**config.mk**
```make
export PLATFORM = sky130hd
export DESIGN_NAME = eio_port
export DESIGN_NICKNAME = d
export VERILOG_FILES = /design/src/logic/eio_port.v /design/src/logic/eio_sync.v
export VERILOG_INCLUDE_DIRS = /design/src /design/src/logic
export SDC_FILE = /design/constraint.sdc
export NUM_CORES = 1
export LEC_CHECK = 0
export ABC_AREA = 1
export BUFFER_PORTS_ARGS = -buffer_cell sky130_fd_sc_hd__buf_4
export CORE_MARGIN = 2
export CORE_UTILIZATION = 45
export CTS_CLUSTER_SIZE = 10
export DETAILED_ROUTE_END_ITERATION = 8
export PLACE_DENSITY = 0.79
export RECOVER_POWER = 50
export SETUP_SLACK_MARGIN = 0.2
export SYNTH_ARGS = -nofsm -noshare
export SYNTH_HDL_FRONTEND = slang
export SYNTH_HIERARCHICAL = 1
export SYNTH_SLANG_ARGS = --single-unit
```
**constraint.sdc**
```tcl
create_clock -name core_clk -period 2.8 [get_ports core_clk]
set_input_delay 0.28 -clock core_clk [delete_from_list [all_inputs] [get_ports core_clk]]
set_output_delay 0.28 -clock core_clk [all_outputs]
set_load 0.02 [all_outputs]
```
**src/logic/eio_consts.vh**
```
// Constants for the eight-bit I/O port: register indexes, reset values, power modes
`ifndef EIO_CONSTS_VH
`define EIO_CONSTS_VH

// Register indexes; byte address on APB is four times the index
`define EIO_IDX_LATCH      16'hFFD8
`define EIO_IDX_DIRECTION  16'hFFE8
`define EIO_IDX_PULLUP     16'hFFEF

// APB address width needed to reach the highest index
`define EIO_ADDR_W         18

// Reset values
`define EIO_LATCH_RST      8'h00
`define EIO_DIRECTION_RST  8'h00
`define EIO_PULLUP_RST     8'h00

// Read value of the write-only direction register
`define EIO_DIRECTION_RD   8'hFF

// Power mode codes on pwr_mode
`define EIO_MODE_W         3
`define EIO_MODE_ACTIVE    3'h0
`define EIO_MODE_SUBACTIVE 3'h1
`define EIO_MODE_SLEEP     3'h2
`define EIO_MODE_SUBSLEEP  3'h3
`define EIO_MODE_WATCH     3'h4
`define EIO_MODE_STANDBY   3'h5

// Synchroniser depth
`define EIO_SYNC_STAGES    2

`endif

```
**src/logic/eio_port.v**
```verilog
// Eight-bit general-purpose I/O port with APB register access and pull-ups
//
// Implementation choice: the APB interface to the registers.
`timescale 1ns/10ps
`include "eio_consts.vh"

// Contract
// - Eight-bit output latch, software read/write, drives pins set as outputs.
// - Direction bit 1: data read returns the latched bit, not the pin.
// - Direction bit 0: data read returns the sampled pin level.
// - Direction bit 1 makes the pin output, 0 makes it input.
// - Direction register is write-only; reading it returns all ones.
// - Reset clears latch, direction and pull-up control; all pins inputs.
// - Pull-up on when direction bit is 0 and pull-up bit is 1.
// - Pull-up off when pull-up bit is 0 or direction bit is 1.
// - After reset every pull-up stays off until software enables it.
// - Pin 7 always feeds its interrupt input from the pin level.
// - Pin 6 feeds interrupt and timer event inputs from the pin level.
// - High-z in reset and standby, hold in sleep, subsleep and watch, live otherwise.
// - In standby an enabled pull-up keeps the pin high.
module eio_port
#(
   parameter ADDR_W = `EIO_ADDR_W,
   parameter NPINS  = 8
)
(
   input  wire              core_clk,                     // System clock, 25 MHz
   input  wire              rst_b,                        // Asynchronous reset, active low
   input  wire              clk_en,                       // Clock enable, freezes all state when low
   input  wire              psel,                         // APB select
   input  wire              penable,                      // APB access phase
   input  wire              pwrite,                       // APB direction, 1 = write
   input  wire [ADDR_W-1:0] paddr,                        // APB byte address
   input  wire [31:0]       pwdata,                       // APB write data
   input  wire [3:0]        pstrb,                        // APB byte strobes
   output wire [31:0]       prdata,                       // APB read data
   output wire              pready,                       // APB ready
   output wire              pslverr,                      // APB error, unmapped address
   input  wire [`EIO_MODE_W-1:0] pwr_mode,                // Current power mode code
   input  wire [NPINS-1:0]  pin_in,                       // Pad input levels, asynchronous
   output wire [NPINS-1:0]  pin_out,                      // Pad output data
   output wire [NPINS-1:0]  pin_oe,                       // Pad output enable, high drives
   output wire [NPINS-1:0]  pin_pullup_en,                // Pad pull-up enable, high on
   output wire [NPINS-1:0]  ext_int_in,                   // Pin levels to interrupt inputs
   output wire              timer_event_input,            // Pin 6 level to the timer
   output wire              converter_external_trigger    // Pin 5 level to the converter
);

   ////////////////////////////////////////////////////////////////////////////
   // Registers and wires

   reg  [NPINS-1:0] port_output_latch_r;
   reg  [NPINS-1:0] port_direction_r;
   reg  [NPINS-1:0] port_pullup_enable_r;

   reg  [31:0]      prdata_r;
   reg  [31:0]      prdata_nxt;
   reg              pready_r;
   reg              pslverr_r;
   reg              pslverr_nxt;

   reg  [NPINS-1:0] pin_out_r;
   reg  [NPINS-1:0] pin_oe_r;
   reg  [NPINS-1:0] pin_pullup_r;
   reg  [NPINS-1:0] ext_int_r;
   reg              timer_event_r;
   reg              conv_trig_r;

   wire [NPINS-1:0] pin_sync;
   wire [15:0]      reg_index;
   wire             sel_latch;
   wire             sel_direction;
   wire             sel_pullup;
   wire             sel_any;
   wire             access_done;
   wire             wr_lane0;
   wire [NPINS-1:0] read_port;
   wire [NPINS-1:0] pullup_want;
   wire             mode_hold;
   wire             mode_standby;

   ////////////////////////////////////////////////////////////////////////////
   // Pin input synchroniser; pins are asynchronous to core_clk

   eio_sync
   #(
      .WIDTH    (NPINS)
   )
   u_sync
   (
      .core_clk (core_clk),
      .rst_b    (rst_b),
      .clk_en   (clk_en),
      .async_in (pin_in),
      .sync_out (pin_sync)
   );

   ////////////////////////////////////////////////////////////////////////////
   // APB address decode

   // Word index; the two low address bits are ignored
   assign reg_index     = paddr[17:2];
   assign sel_latch     = (reg_index == `EIO_IDX_LATCH);
   assign sel_direction = (reg_index == `EIO_IDX_DIRECTION);
   assign sel_pullup    = (reg_index == `EIO_IDX_PULLUP);
   assign sel_any       = sel_latch | sel_direction | sel_pullup;

   // Transfer completes at the edge where the master sees pready high
   assign access_done   = psel & penable & pready_r;

   // Registers sit in byte lane 0; a write without that lane changes nothing
   assign wr_lane0      = access_done & pwrite & pstrb[0] & sel_any;

   ////////////////////////////////////////////////////////////////////////////
   // Port data read mux, per pin

   genvar i;
   generate
      for (i = 0; i < NPINS; i = i + 1)
      begin : g_rd
         // Output pins read the latch, input pins read the synced level
         assign read_port[i] = port_direction_r[i] ? port_output_latch_r[i]
                                                   : pin_sync[i];
      end
   endgenerate

   // Read data selection, unmapped addresses read zero with an error
   always @*
   begin
      prdata_nxt  = 32'h0000_0000;
      pslverr_nxt = 1'b0;
      if (sel_latch)
      begin
         prdata_nxt[NPINS-1:0] = read_port;
      end
      else if (sel_direction)
      begin
         prdata_nxt[7:0] = `EIO_DIRECTION_RD;
      end
      else if (sel_pullup)
      begin
         prdata_nxt[NPINS-1:0] = port_pullup_enable_r;
      end
      else
      begin
         pslverr_nxt = 1'b1;
      end
   end

   ////////////////////////////////////////////////////////////////////////////
   // APB handshake: one wait state so the read data can leave a flop

   always @(posedge core_clk or negedge rst_b)
   begin
      if (!rst_b)
      begin
         pready_r  <= 1'b0;
         pslverr_r <= 1'b0;
         prdata_r  <= 32'h0000_0000;
      end
      else if (clk_en)
      begin
         if (psel & penable & ~pready_r)
         begin
            pready_r  <= 1'b1;
            pslverr_r <= pslverr_nxt;
            prdata_r  <= pwrite ? 32'h0000_0000 : prdata_nxt;
         end
         else
         begin
            pready_r  <= 1'b0;
            pslverr_r <= 1'b0;
         end
      end
   end

   ////////////////////////////////////////////////////////////////////////////
   // Software registers

   // All three clear at reset, so every pin starts as an undriven input
   always @(posedge core_clk or negedge rst_b)
   begin
      if (!rst_b)
      begin
         port_output_latch_r  <= `EIO_LATCH_RST;
         port_direction_r     <= `EIO_DIRECTION_RST;
         port_pullup_enable_r <= `EIO_PULLUP_RST;
      end
      else if (clk_en & wr_lane0)
      begin
         if (sel_latch)
         begin
            port_output_latch_r <= pwdata[NPINS-1:0];
         end
         if (sel_direction)
         begin
            port_direction_r <= pwdata[NPINS-1:0];
         end
         if (sel_pullup)
         begin
            port_pullup_enable_r <= pwdata[NPINS-1:0];
         end
      end
   end

   ////////////////////////////////////////////////////////////////////////////
   // Pad control

   // Pull-up only for input pins with the enable bit set
   assign pullup_want  = ~port_direction_r & port_pullup_enable_r;

   // Sleep, subsleep and watch hold the pads as they were
   assign mode_hold    = (pwr_mode == `EIO_MODE_SLEEP) |
                         (pwr_mode == `EIO_MODE_SUBSLEEP) |
                         (pwr_mode == `EIO_MODE_WATCH);
   assign mode_standby = (pwr_mode == `EIO_MODE_STANDBY);

   // Pad drivers are registered so the pads never see decode glitches
   always @(posedge core_clk or negedge rst_b)
   begin
      if (!rst_b)
      begin
         pin_out_r    <= 8'h00;
         pin_oe_r     <= 8'h00;
         pin_pullup_r <= 8'h00;
      end
      else if (clk_en)
      begin
         if (mode_standby)
         begin
            // Drivers off; an enabled pull-up still holds the pin high
            pin_oe_r     <= 8'h00;
            pin_pullup_r <= pullup_want;
         end
         else if (!mode_hold)
         begin
            // Active, subactive and unknown codes run normally
            pin_out_r    <= port_output_latch_r;
            pin_oe_r     <= port_direction_r;
            pin_pullup_r <= pullup_want;
         end
         // In hold modes nothing changes
      end
   end

   ////////////////////////////////////////////////////////////////////////////
   // Feeds to on-chip functions, taken from the pin whatever its direction

   always @(posedge core_clk or negedge rst_b)
   begin
      if (!rst_b)
      begin
         ext_int_r     <= 8'h00;
         timer_event_r <= 1'b0;
         conv_trig_r   <= 1'b0;
      end
      else if (clk_en)
      begin
         ext_int_r     <= pin_sync;
         timer_event_r <= pin_sync[6];
         conv_trig_r   <= pin_sync[5];
      end
   end

   ////////////////////////////////////////////////////////////////////////////
   // Outputs, all straight from flops

   assign prdata                     = prdata_r;
   assign pready                     = pready_r;
   assign pslverr                    = pslverr_r;
   assign pin_out                    = pin_out_r;
   assign pin_oe                     = pin_oe_r;
   assign pin_pullup_en              = pin_pullup_r;
   assign ext_int_in                 = ext_int_r;
   assign timer_event_input          = timer_event_r;
   assign converter_external_trigger = conv_trig_r;

endmodule

```
**src/logic/eio_sync.v**
```verilog
// Two-flop synchroniser bank for the asynchronous port pin levels
`timescale 1ns/10ps

module eio_sync
#(
   parameter WIDTH = 8
)
(
   input  wire             core_clk,  // System clock
   input  wire             rst_b,     // Asynchronous reset, active low
   input  wire             clk_en,    // Freezes both stages while low
   input  wire [WIDTH-1:0] async_in,  // Raw pin levels
   output wire [WIDTH-1:0] sync_out   // Levels after two flops
);

   ////////////////////////////////////////////////////////////////////////////
   genvar i;

   // One pair of flops per pin; the first stage feeds only the second
   generate
      for (i = 0; i < WIDTH; i = i + 1)
      begin : g_bit
         reg meta_r;
         reg stable_r;
         always @(posedge core_clk or negedge rst_b)
         begin
            if (!rst_b)
            begin
               meta_r   <= 1'b0;
               stable_r <= 1'b0;
            end
            else if (clk_en)
            begin
               meta_r   <= async_in[i];
               stable_r <= meta_r;
            end
         end
         assign sync_out[i] = stable_r;
      end
   endgenerate

endmodule

```
==> flow_summary.toml, run 1 <==
[status]
status = "complete, but fails checks"
violations = "capacitance limit, slew limit"

[final_layout]
layout_common_cells = "179 x nand2_1, 86 x buf_4, 82 x dfrtp_1"
final_util = 0.542
n_antenna_cell = 0
final_common_cell = "nand2_1"
syn_to_final_growth_pct = 17.3
drive_gt1_frac = 0.257
instances_no_fill = 661
fin_nets = 620

[grt]
use_met1 = 0.236
grt_pass1_wl_um = 14100
top_usage_layer = "met2"
grt_pass1_vias = 3056
use_met2 = 0.306
grt_use_met3 = 0.0475
gr-usage-all-layers = 0.184
antenna_found_initial = 0
grt.overflow.total = 0
grt_max_degree = 83

[worst_hold_path]
min-delay-start = "pin_in[6]"
hp-class = "in -> reg"

[power]
seq_power_share = 0.519
p_clk_frac = 0.369
p_per_area_nw_per_um2 = 512
switching_share = 0.256
internal_power_mw = 1.80
p_sw_uw = 620
p_leak_nw = 2.61
pwr-share-comb = 0.112
total_power_mw = 2.42
ir_drop_mv = 0.268

[route]
routedWlPerCell_um = 13.5
postRouteAntennaNets = 0
num_vias = 3225
routed_wl_um = 8900
drt_pass1_iterations = 4
drc_errors = 0
drt-initial-drc-count = 205
viasPerCell = 4.88

[cts]
cts_sinks = 82
cts-htree-levels = 3
cts_tree = "done"
post_cts_buffers = 0
ctsHoldBuffers = 0
clock_latency_ns = 0.36
path_clk_slew_ns = 0.08
cts_root_buf = "clkbuf_8"
cts_buffers = 9
clk_path_buf_depth = 2
cts_resized = 0

[sta]
tightestPinTransition_ns = 1.98
tns_ns = 0
fin_crit_sh = 0.580
rsz0062_at_grt = "false"
slew_headroom = -0.321
skew_ns = 0.00926
fmax_mhz = 616
period_needed_ns = 1.62
drv_slew = 83
setup_viol = 0
hold_viol_final = 0

[placed_design]
dp.cells = 646
hpwl_um = 6460
port_buffers = 85
gp_congestion = 0.878

[logic_synthesis]
synth_edf_count = 0
ys_ff_latch = 82
synthArstFlopShare = 1.00
synth.distinct_cells = 29
yosys_warnings = 6
postSynthCellCount = 477
seq_area_frac_synth = 0.509
syn_area_um2 = 4030
ys.flop_type = "dfrtp_1"
synth_area_per_cell_um2 = 8.44

[setup_path]
arrival_ns = 1.71
path_max_fanout = 82
worstPathRequired_ns = 2.89
worstSetupStartpointType = "primary input"
cpMaxStageDelayCell = "clkbuf_2"
setup.worst_path.start = "rst_b"
path_class = "in -> async"
reg2reg_from = "pready"
path_cells = "clkbuf_2"
end_kind = "async pin"
max_stage_delay_ns = 1.40
crit_family = "buffers and inverters"
crit_buf_inv = 1

[floorplan]
dieWidth_um = 98.6
pin_count = 139
core_area_um2 = 8720
row_count = 34
die_h_um = 98.6
die-area_um2 = 9720
start_util = 0.462

[job]
maxCapViolCount = 1
worst paths after layout:
kind                                               end  slack [ns]  cells past startpoint
worst min-delay path            u_sync/g_bit[6].meta_r        0.12                      3
max in group core_clk                        prdata[1]        1.21                      6
worst min register to register  port_output_latch_r[7]        0.47                      2
worst max-delay path                     ext_int_in[4]        1.18                      1
min in group asynchronous             pin_pullup_en[7]        0.47                      1
worst max register to register               prdata[1]        1.21                      6
routing by layer:
| metal | vias to the layer above | routed length (µm) |
|---|---|---|
| met2 | 105 | 4410 |
| met4 | 0 | 129 |
| li1 | 1579 | - |
| met1 | 1529 | 3820 |
| met3 | 12 | 544 |
| met5 | - | 0 |
cell usage after synthesis (2+ instances only):
library cell  count  area, µm²
nand3_2           3       30.0
buf_6             4       45.0
clkbuf_1          5       18.8
buf_4            36        270
dfrtp_1          82       2050
inv_1            37        139
nand4_1          17        106
nor2_2            3       18.8
a21oi_2           8       70.1
buf_2             3       15.0
o21ai_1           4       20.0
nor2_1            7       26.3
nand3_4           2       35.0
nand3_1          11       55.1
o21ai_0          45        225
nand2_1         178        668
nand2_2          20        125
per-stage QoR:
step	area (µm²)	worst slack [ns]	hold WS [ns]
6_report	4730	1.18	0.119
5_1_grt	4730	0.758	0.129
4_1_cts	4740	1.21	0.112
3_5_place_dp	4530	0.932	0.460
3_3_place_gp	4530	0.936	0.457
2_1_floorplan	4110	1.40	-0.0156
power by group through the flow:
| stage | sequential (mW) | combinational [mW] | clock (mW) |
|---|---|---|---|
| detailed placement | 1.28 | 0.276 | 0 |
| global placement | 1.28 | 0.270 | 0 |
| global route | 1.26 | 0.299 | 0.939 |
| CTS | 1.26 | 0.277 | 0.898 |
| floorplan | 1.29 | 0.185 | 0 |
| finish | 1.26 | 0.272 | 0.892 |
cell type report:
cell class / instances / area (µm²)
clock inverter: 2 / 35.0
multi-input combinational: 328 / 1530
tap: 108 / 135
fill: 784 / 4000
inverter: 41 / 156
sequential: 82 / 2050
clock buffer: 13 / 169
timing repair buffer: 87 / 651
flip-flops by register name (all words and copies together) (netlist names), 8 cells and up:
register	cells
pin_pullup_en	8
port_pullup_enable_r	8
ext_int_in	8
port_direction_r	8
prdata	8
u_sync/g_bit.meta_r	8
pin_oe	8
port_output_latch_r	8
u_sync/g_bit.stable_r	8
pin_out	8
cell families (layout without fill, tap and decap cells):
kind of cell / after synthesis / in the layout / synth area share
buffers and inverters: 90 / 143 / 0.132
and+or+nand+nor: 245 / 245 / 0.275
DFF: 82 / 82 / 0.509
AOI/OAI and AO/OA: 59 / 59 / 0.0823
other: 1 / 24 / 0.000931
(Power assumes the default switching activity.)
==> inputs of run 2 (changes only) <==
==> constraint.sdc (replaced) <==
create_clock -name core_clk -period 1.64 [get_ports core_clk]
set_input_delay 0.164 -clock core_clk [delete_from_list [all_inputs] [get_ports core_clk]]
set_output_delay 0.164 -clock core_clk [all_outputs]
set_load 0.02 [all_outputs]
==> flow_summary.toml, run 2 (synthesis results as in run 1) <==
[sta]
tightestPinTransition_ns = 0.798
fin_crit_sh = 0.832
rsz0062_at_grt = "true"
setup_viol = 0
drv_slew = 0
slew_headroom = 0.468
period_needed_ns = 1.37
tns_ns = 0
fmax_mhz = 733
hold_viol_final = 0
skew_ns = 0.00777
hold_ws_ns = 0.00683

[cts]
clock_latency_ns = 0.35
path_clk_slew_ns = 0.09
cts_sinks = 82
cts_root_buf = "clkbuf_8"
cts_buffers = 9
cts-htree-levels = 3
cts_tree = "done"
clk_path_buf_depth = 2

[grt]
grt_pass1_vias = 3120
gr-usage-all-layers = 0.192
antenna_found_initial = 0
grt_max_degree = 53
grt_pass1_wl_um = 14700
grt.overflow.total = 0

[setup_path]
worstPathRequired_ns = 1.90
cpMaxStageDelayCell = "clkbuf_2"
path_max_fanout = 26
arrival_ns = 1.63
reg2reg_slack_ns = 0.35
path_class = "in -> reg"
worstSetupStartpointType = "primary input"
crit_family = "buffers and inverters"
crit_buf_inv = 3
path_cells = "clkbuf_1, clkbuf_2, nand3_1, clkbuf_2, o21ai_0"
max_stage_delay_ns = 0.52
cp_common_cell = "clkbuf_2"
end_kind = "flop"

[power]
p_leak_nw = 2.66
ir_drop_mv = 0.392
total_power_mw = 4.06
p_per_area_nw_per_um2 = 845

[placed_design]
gp_congestion = 0.847
hpwl_um = 6650
port_buffers = 85
placed_area_um2 = 4590

[route]
postRouteAntennaNets = 0
drt_pass1_iterations = 5
drc_errors = 0
viasPerCell = 4.82
drt-initial-drc-count = 266
num_vias = 3247
routed_wl_um = 8890
routedWlPerCell_um = 13.2

[floorplan]
row_count = 34
core_area_um2 = 8720
die-area_um2 = 9720
start_util = 0.462
dieWidth_um = 98.6
die_h_um = 98.6
pin_count = 139

[final_layout]
final_util = 0.551
design_area_um2 = 4810
n_antenna_cell = 0
final_common_cell = "nand2_1"
layout_common_cells = "182 x nand2_1, 90 x buf_4, 82 x dfrtp_1"
drive_gt1_frac = 0.262
syn_to_final_growth_pct = 19.4
fin_nets = 631

[worst_hold_path]
hp-class = "in -> reg"

[job]
maxCapViolCount = 0

[status]
status = "finished, final reports clean"
-- run 2: power breakdown --
group / switching [mW] / internal (mW)
Combinational: 0.301 / 0.176
Clock: 0.735 / 0.706
Sequential: 0.0552 / 2.09
Total: 1.09 / 2.97
-- run 2: stage by stage --
| step | instances | setup WS, ns |
|---|---|---|
| 2_1_floorplan | 500 | 0.241 |
| 3_3_place_gp | 652 | 0.201 |
| 3_5_place_dp | 652 | 0.174 |
| 4_1_cts | 673 | 0.276 |
| 5_1_grt | 673 | 0.110 |
| 6_report | 673 | 0.275 |
-- run 2: path summary, 6_finish.rpt --
path | to | cells past startpoint | start
min in group asynchronous | pin_pullup_en[6] | 2 | rst_b
max in group asynchronous | ext_int_in[6] | 3 | rst_b
worst max register to register | port_pullup_enable_r[2] | 5 | pready
worst min-delay path | u_sync/g_bit[7].meta_r | 3 | pin_in[7]
worst min register to register | port_output_latch_r[0] | 2 | port_output_latch_r[0]
worst max-delay path | pin_oe[7] | 5 | clk_en
-- run 2: repair_timing --
action | in CTS | in global routing
endpoints found under the setup margin | 9 | 22
buffers inserted | 3 | 0
hold buffers | 2 | 0
endpoints found under the hold margin | 31 | 0
pin swaps | 1 | 1
resized for setup | 1 | 1
-- run 2: layer usage --
metal	global-route usage	up-vias	wire length, µm
met5	0	-	0
met4	0.0748	0	158
met3	0.0355	11	442
met2	0.319	86	4440
met1	0.250	1540	3850
li1	-	1610	-
-- run 2: layout make-up --
| type | count | area (µm²) |
|---|---|---|
| Timing Repair Buffer | 98 | 742 |
| Tap cell | 108 | 135 |
| Multi-Input combinational cell | 328 | 1520 |
| Clock inverter | 6 | 67.6 |
| Inverter | 41 | 163 |
| Sequential cell | 82 | 2050 |
| Clock buffer | 10 | 128 |
| Fill cell | 782 | 3910 |
-- run 2: worst register-to-register path: cells and delay by family (launching register included) --
family           cells  cell delay (ns)
AO/OA/AOI/OAI        1             0.08
flip-flops           1             0.39
AND/OR/NAND/NOR      4             0.70
==> inputs of run 3 (changes only) <==
==> constraint.sdc (replaced) <==
create_clock -name core_clk -period 1.4 [get_ports core_clk]
set_input_delay 0.14 -clock core_clk [delete_from_list [all_inputs] [get_ports core_clk]]
set_output_delay 0.14 -clock core_clk [all_outputs]
set_load 0.02 [all_outputs]
==> flow_summary.toml, run 3 (synthesis results as in run 1) <==
[setup_path]
cp_num_cells = 6
path_class = "reg -> reg"
worstPathRequired_ns = 1.69
r2r_end = "port_direction_r[4]"
setup.worst_path.start = "pready"
path_max_fanout = 6
critPathCapture = "port_direction_r[4]"
reg2reg_from = "pready"
worstSetupStartpointType = "flop"
arrival_ns = 1.58
crit_family = "simple AND/OR/NAND/NOR gates"
path_cells = "nand3_4, nor2_8, buf_4, buf_6, nand4_1, nand2_1"
reg2reg_slack_ns = 0.11
rr_worst_depth = 6
end_kind = "flop"
crit_buf_inv = 2
cpMaxStageDelayCell = "dfrtp_2"
max_stage_delay_ns = 0.40

[cts]
cts_root_buf = "clkbuf_8"
cts_buffers = 9
path_clk_slew_ns = 0.08
cts_tree = "done"
cts-htree-levels = 3
clk_path_buf_depth = 2
clock_latency_ns = 0.35
cts_sinks = 82

[power]
p_leak_nw = 2.75
p_per_area_nw_per_um2 = 911
ir_drop_mv = 0.466

[route]
viasPerCell = 5.03
routed_wl_um = 9770
drc_errors = 0
num_vias = 3484
drt-initial-drc-count = 296
postRouteAntennaNets = 0
drt_pass1_iterations = 4
routedWlPerCell_um = 14.1

[sta]
drv_slew = 0
hold_viol_final = 0
skew_ns = 0.0125
period_needed_ns = 1.29
setup_viol = 0
tns_ns = 0
slew_headroom = 0.404
layout_setup_ws_ns = 0.105
rsz0062_at_grt = "true"
tightestPinTransition_ns = 0.893
fin_crit_sh = 0.925
fmax_mhz = 772
hold_ws_ns = 0.0481

[placed_design]
gp_congestion = 0.843
post-place-ws_ns = 0.0516
dp.cells = 659
port_buffers = 85
hpwl_um = 6900

[final_layout]
final_common_cell = "nand2_1"
instances_no_fill = 693
fin_nets = 651
final_util = 0.585
drive_gt1_frac = 0.306
syn_to_final_growth_pct = 26.6
n_antenna_cell = 0
layout_common_cells = "166 x nand2_1, 89 x buf_4, 81 x dfrtp_1"
ff_latch_area_um2 = 2050
fillers = 743
multi_input_area_um2 = 1640

[grt]
grt_pass1_wl_um = 15000
gr-usage-all-layers = 0.193
grt_max_degree = 42
antenna_found_initial = 0
grt_pass1_vias = 3182
grt.overflow.total = 0

[floorplan]
dieWidth_um = 98.6
pin_count = 139
core_area_um2 = 8720
die_h_um = 98.6
row_count = 34
start_util = 0.462
die-area_um2 = 9720

[status]
status = "finished, final reports clean"

[job]
maxCapViolCount = 0

[worst_hold_path]
hp-class = "in -> reg"
==> run 3: cell count changes in the layout (fill, tap and decap cells not counted), moves of 4 or more <==
cell | before | now
buf_6 | 0 | 4
clkbuf_4 | 1 | 9
dlygate4sd3_1 | 2 | 9
nand2_1 | 182 | 166
nand2_2 | 16 | 32
nand3_4 | 2 | 6
o21ai_0 | 45 | 37
o21ai_1 | 4 | 11
==> run 3: routing by layer <==
| metal | global-route usage | share of wire | vias to the layer above |
|---|---|---|---|
| met5 | 0 | 0 | - |
| met4 | 0.0664 | 0.021 | 0 |
| met3 | 0.0447 | 0.080 | 19 |
| met2 | 0.312 | 0.49 | 161 |
| met1 | 0.257 | 0.41 | 1645 |
| li1 | - | - | 1659 |
==> run 3: layout make-up <==
class	count	share of cell area
Tap cell	108	0.0265
Inverter	41	0.0319
Clock buffer	12	0.0285
Sequential cell	82	0.403
Timing Repair Buffer	116	0.184
Multi-Input combinational cell	330	0.321
Clock inverter	4	0.00540
==> run 3: how the worst min path moves through the flow <==
stage	from	to	slack, ns	cells past startpoint
final	pwdata[2]	port_pullup_enable_r[2]	0.05	3
after global routing	pwdata[2]	port_pullup_enable_r[2]	0.04	3
after CTS	pwdata[6]	port_pullup_enable_r[6]	0.05	3
after detailed placement	rst_b	pin_pullup_en[7]	0.08	1
after global placement	rst_b	pin_pullup_en[7]	0.08	1
after floorplan	rst_b	ext_int_in[0]	-0.16	0
==> run 3: repair_timing <==
item	CTS	global route
hold endpoints to repair	34	0
buffers inserted	2	4
endpoints found under the setup margin	32	32
resized for setup	4	27
pin swaps	6	8
hold buffers	9	0
cloned	0	3
==> run 3: power breakdown <==
part	total, mW	switching (mW)	internal (mW)	leakage, nW
combinational	0.612	0.375	0.236	1.56
sequential	2.51	0.0637	2.45	1.11
clock	1.52	0.833	0.691	0.0786
==> run 3: per-stage QoR <==
step,power (mW),cell area (µm²)
after CTS,4.66,4950
after global routing,4.86,5100
after global placement,3.12,4670
after floorplan,2.95,4130
after detailed placement,3.14,4670
final,4.65,5100
==> run 3: worst reg2reg max path, cell delays in order (launching register included) <==
cell and delay (ns):
dfrtp_2 0.40, nand3_4 0.12, nor2_8 0.26, buf_4 0.17
buf_6 0.10, nand4_1 0.10, nand2_1 0.09
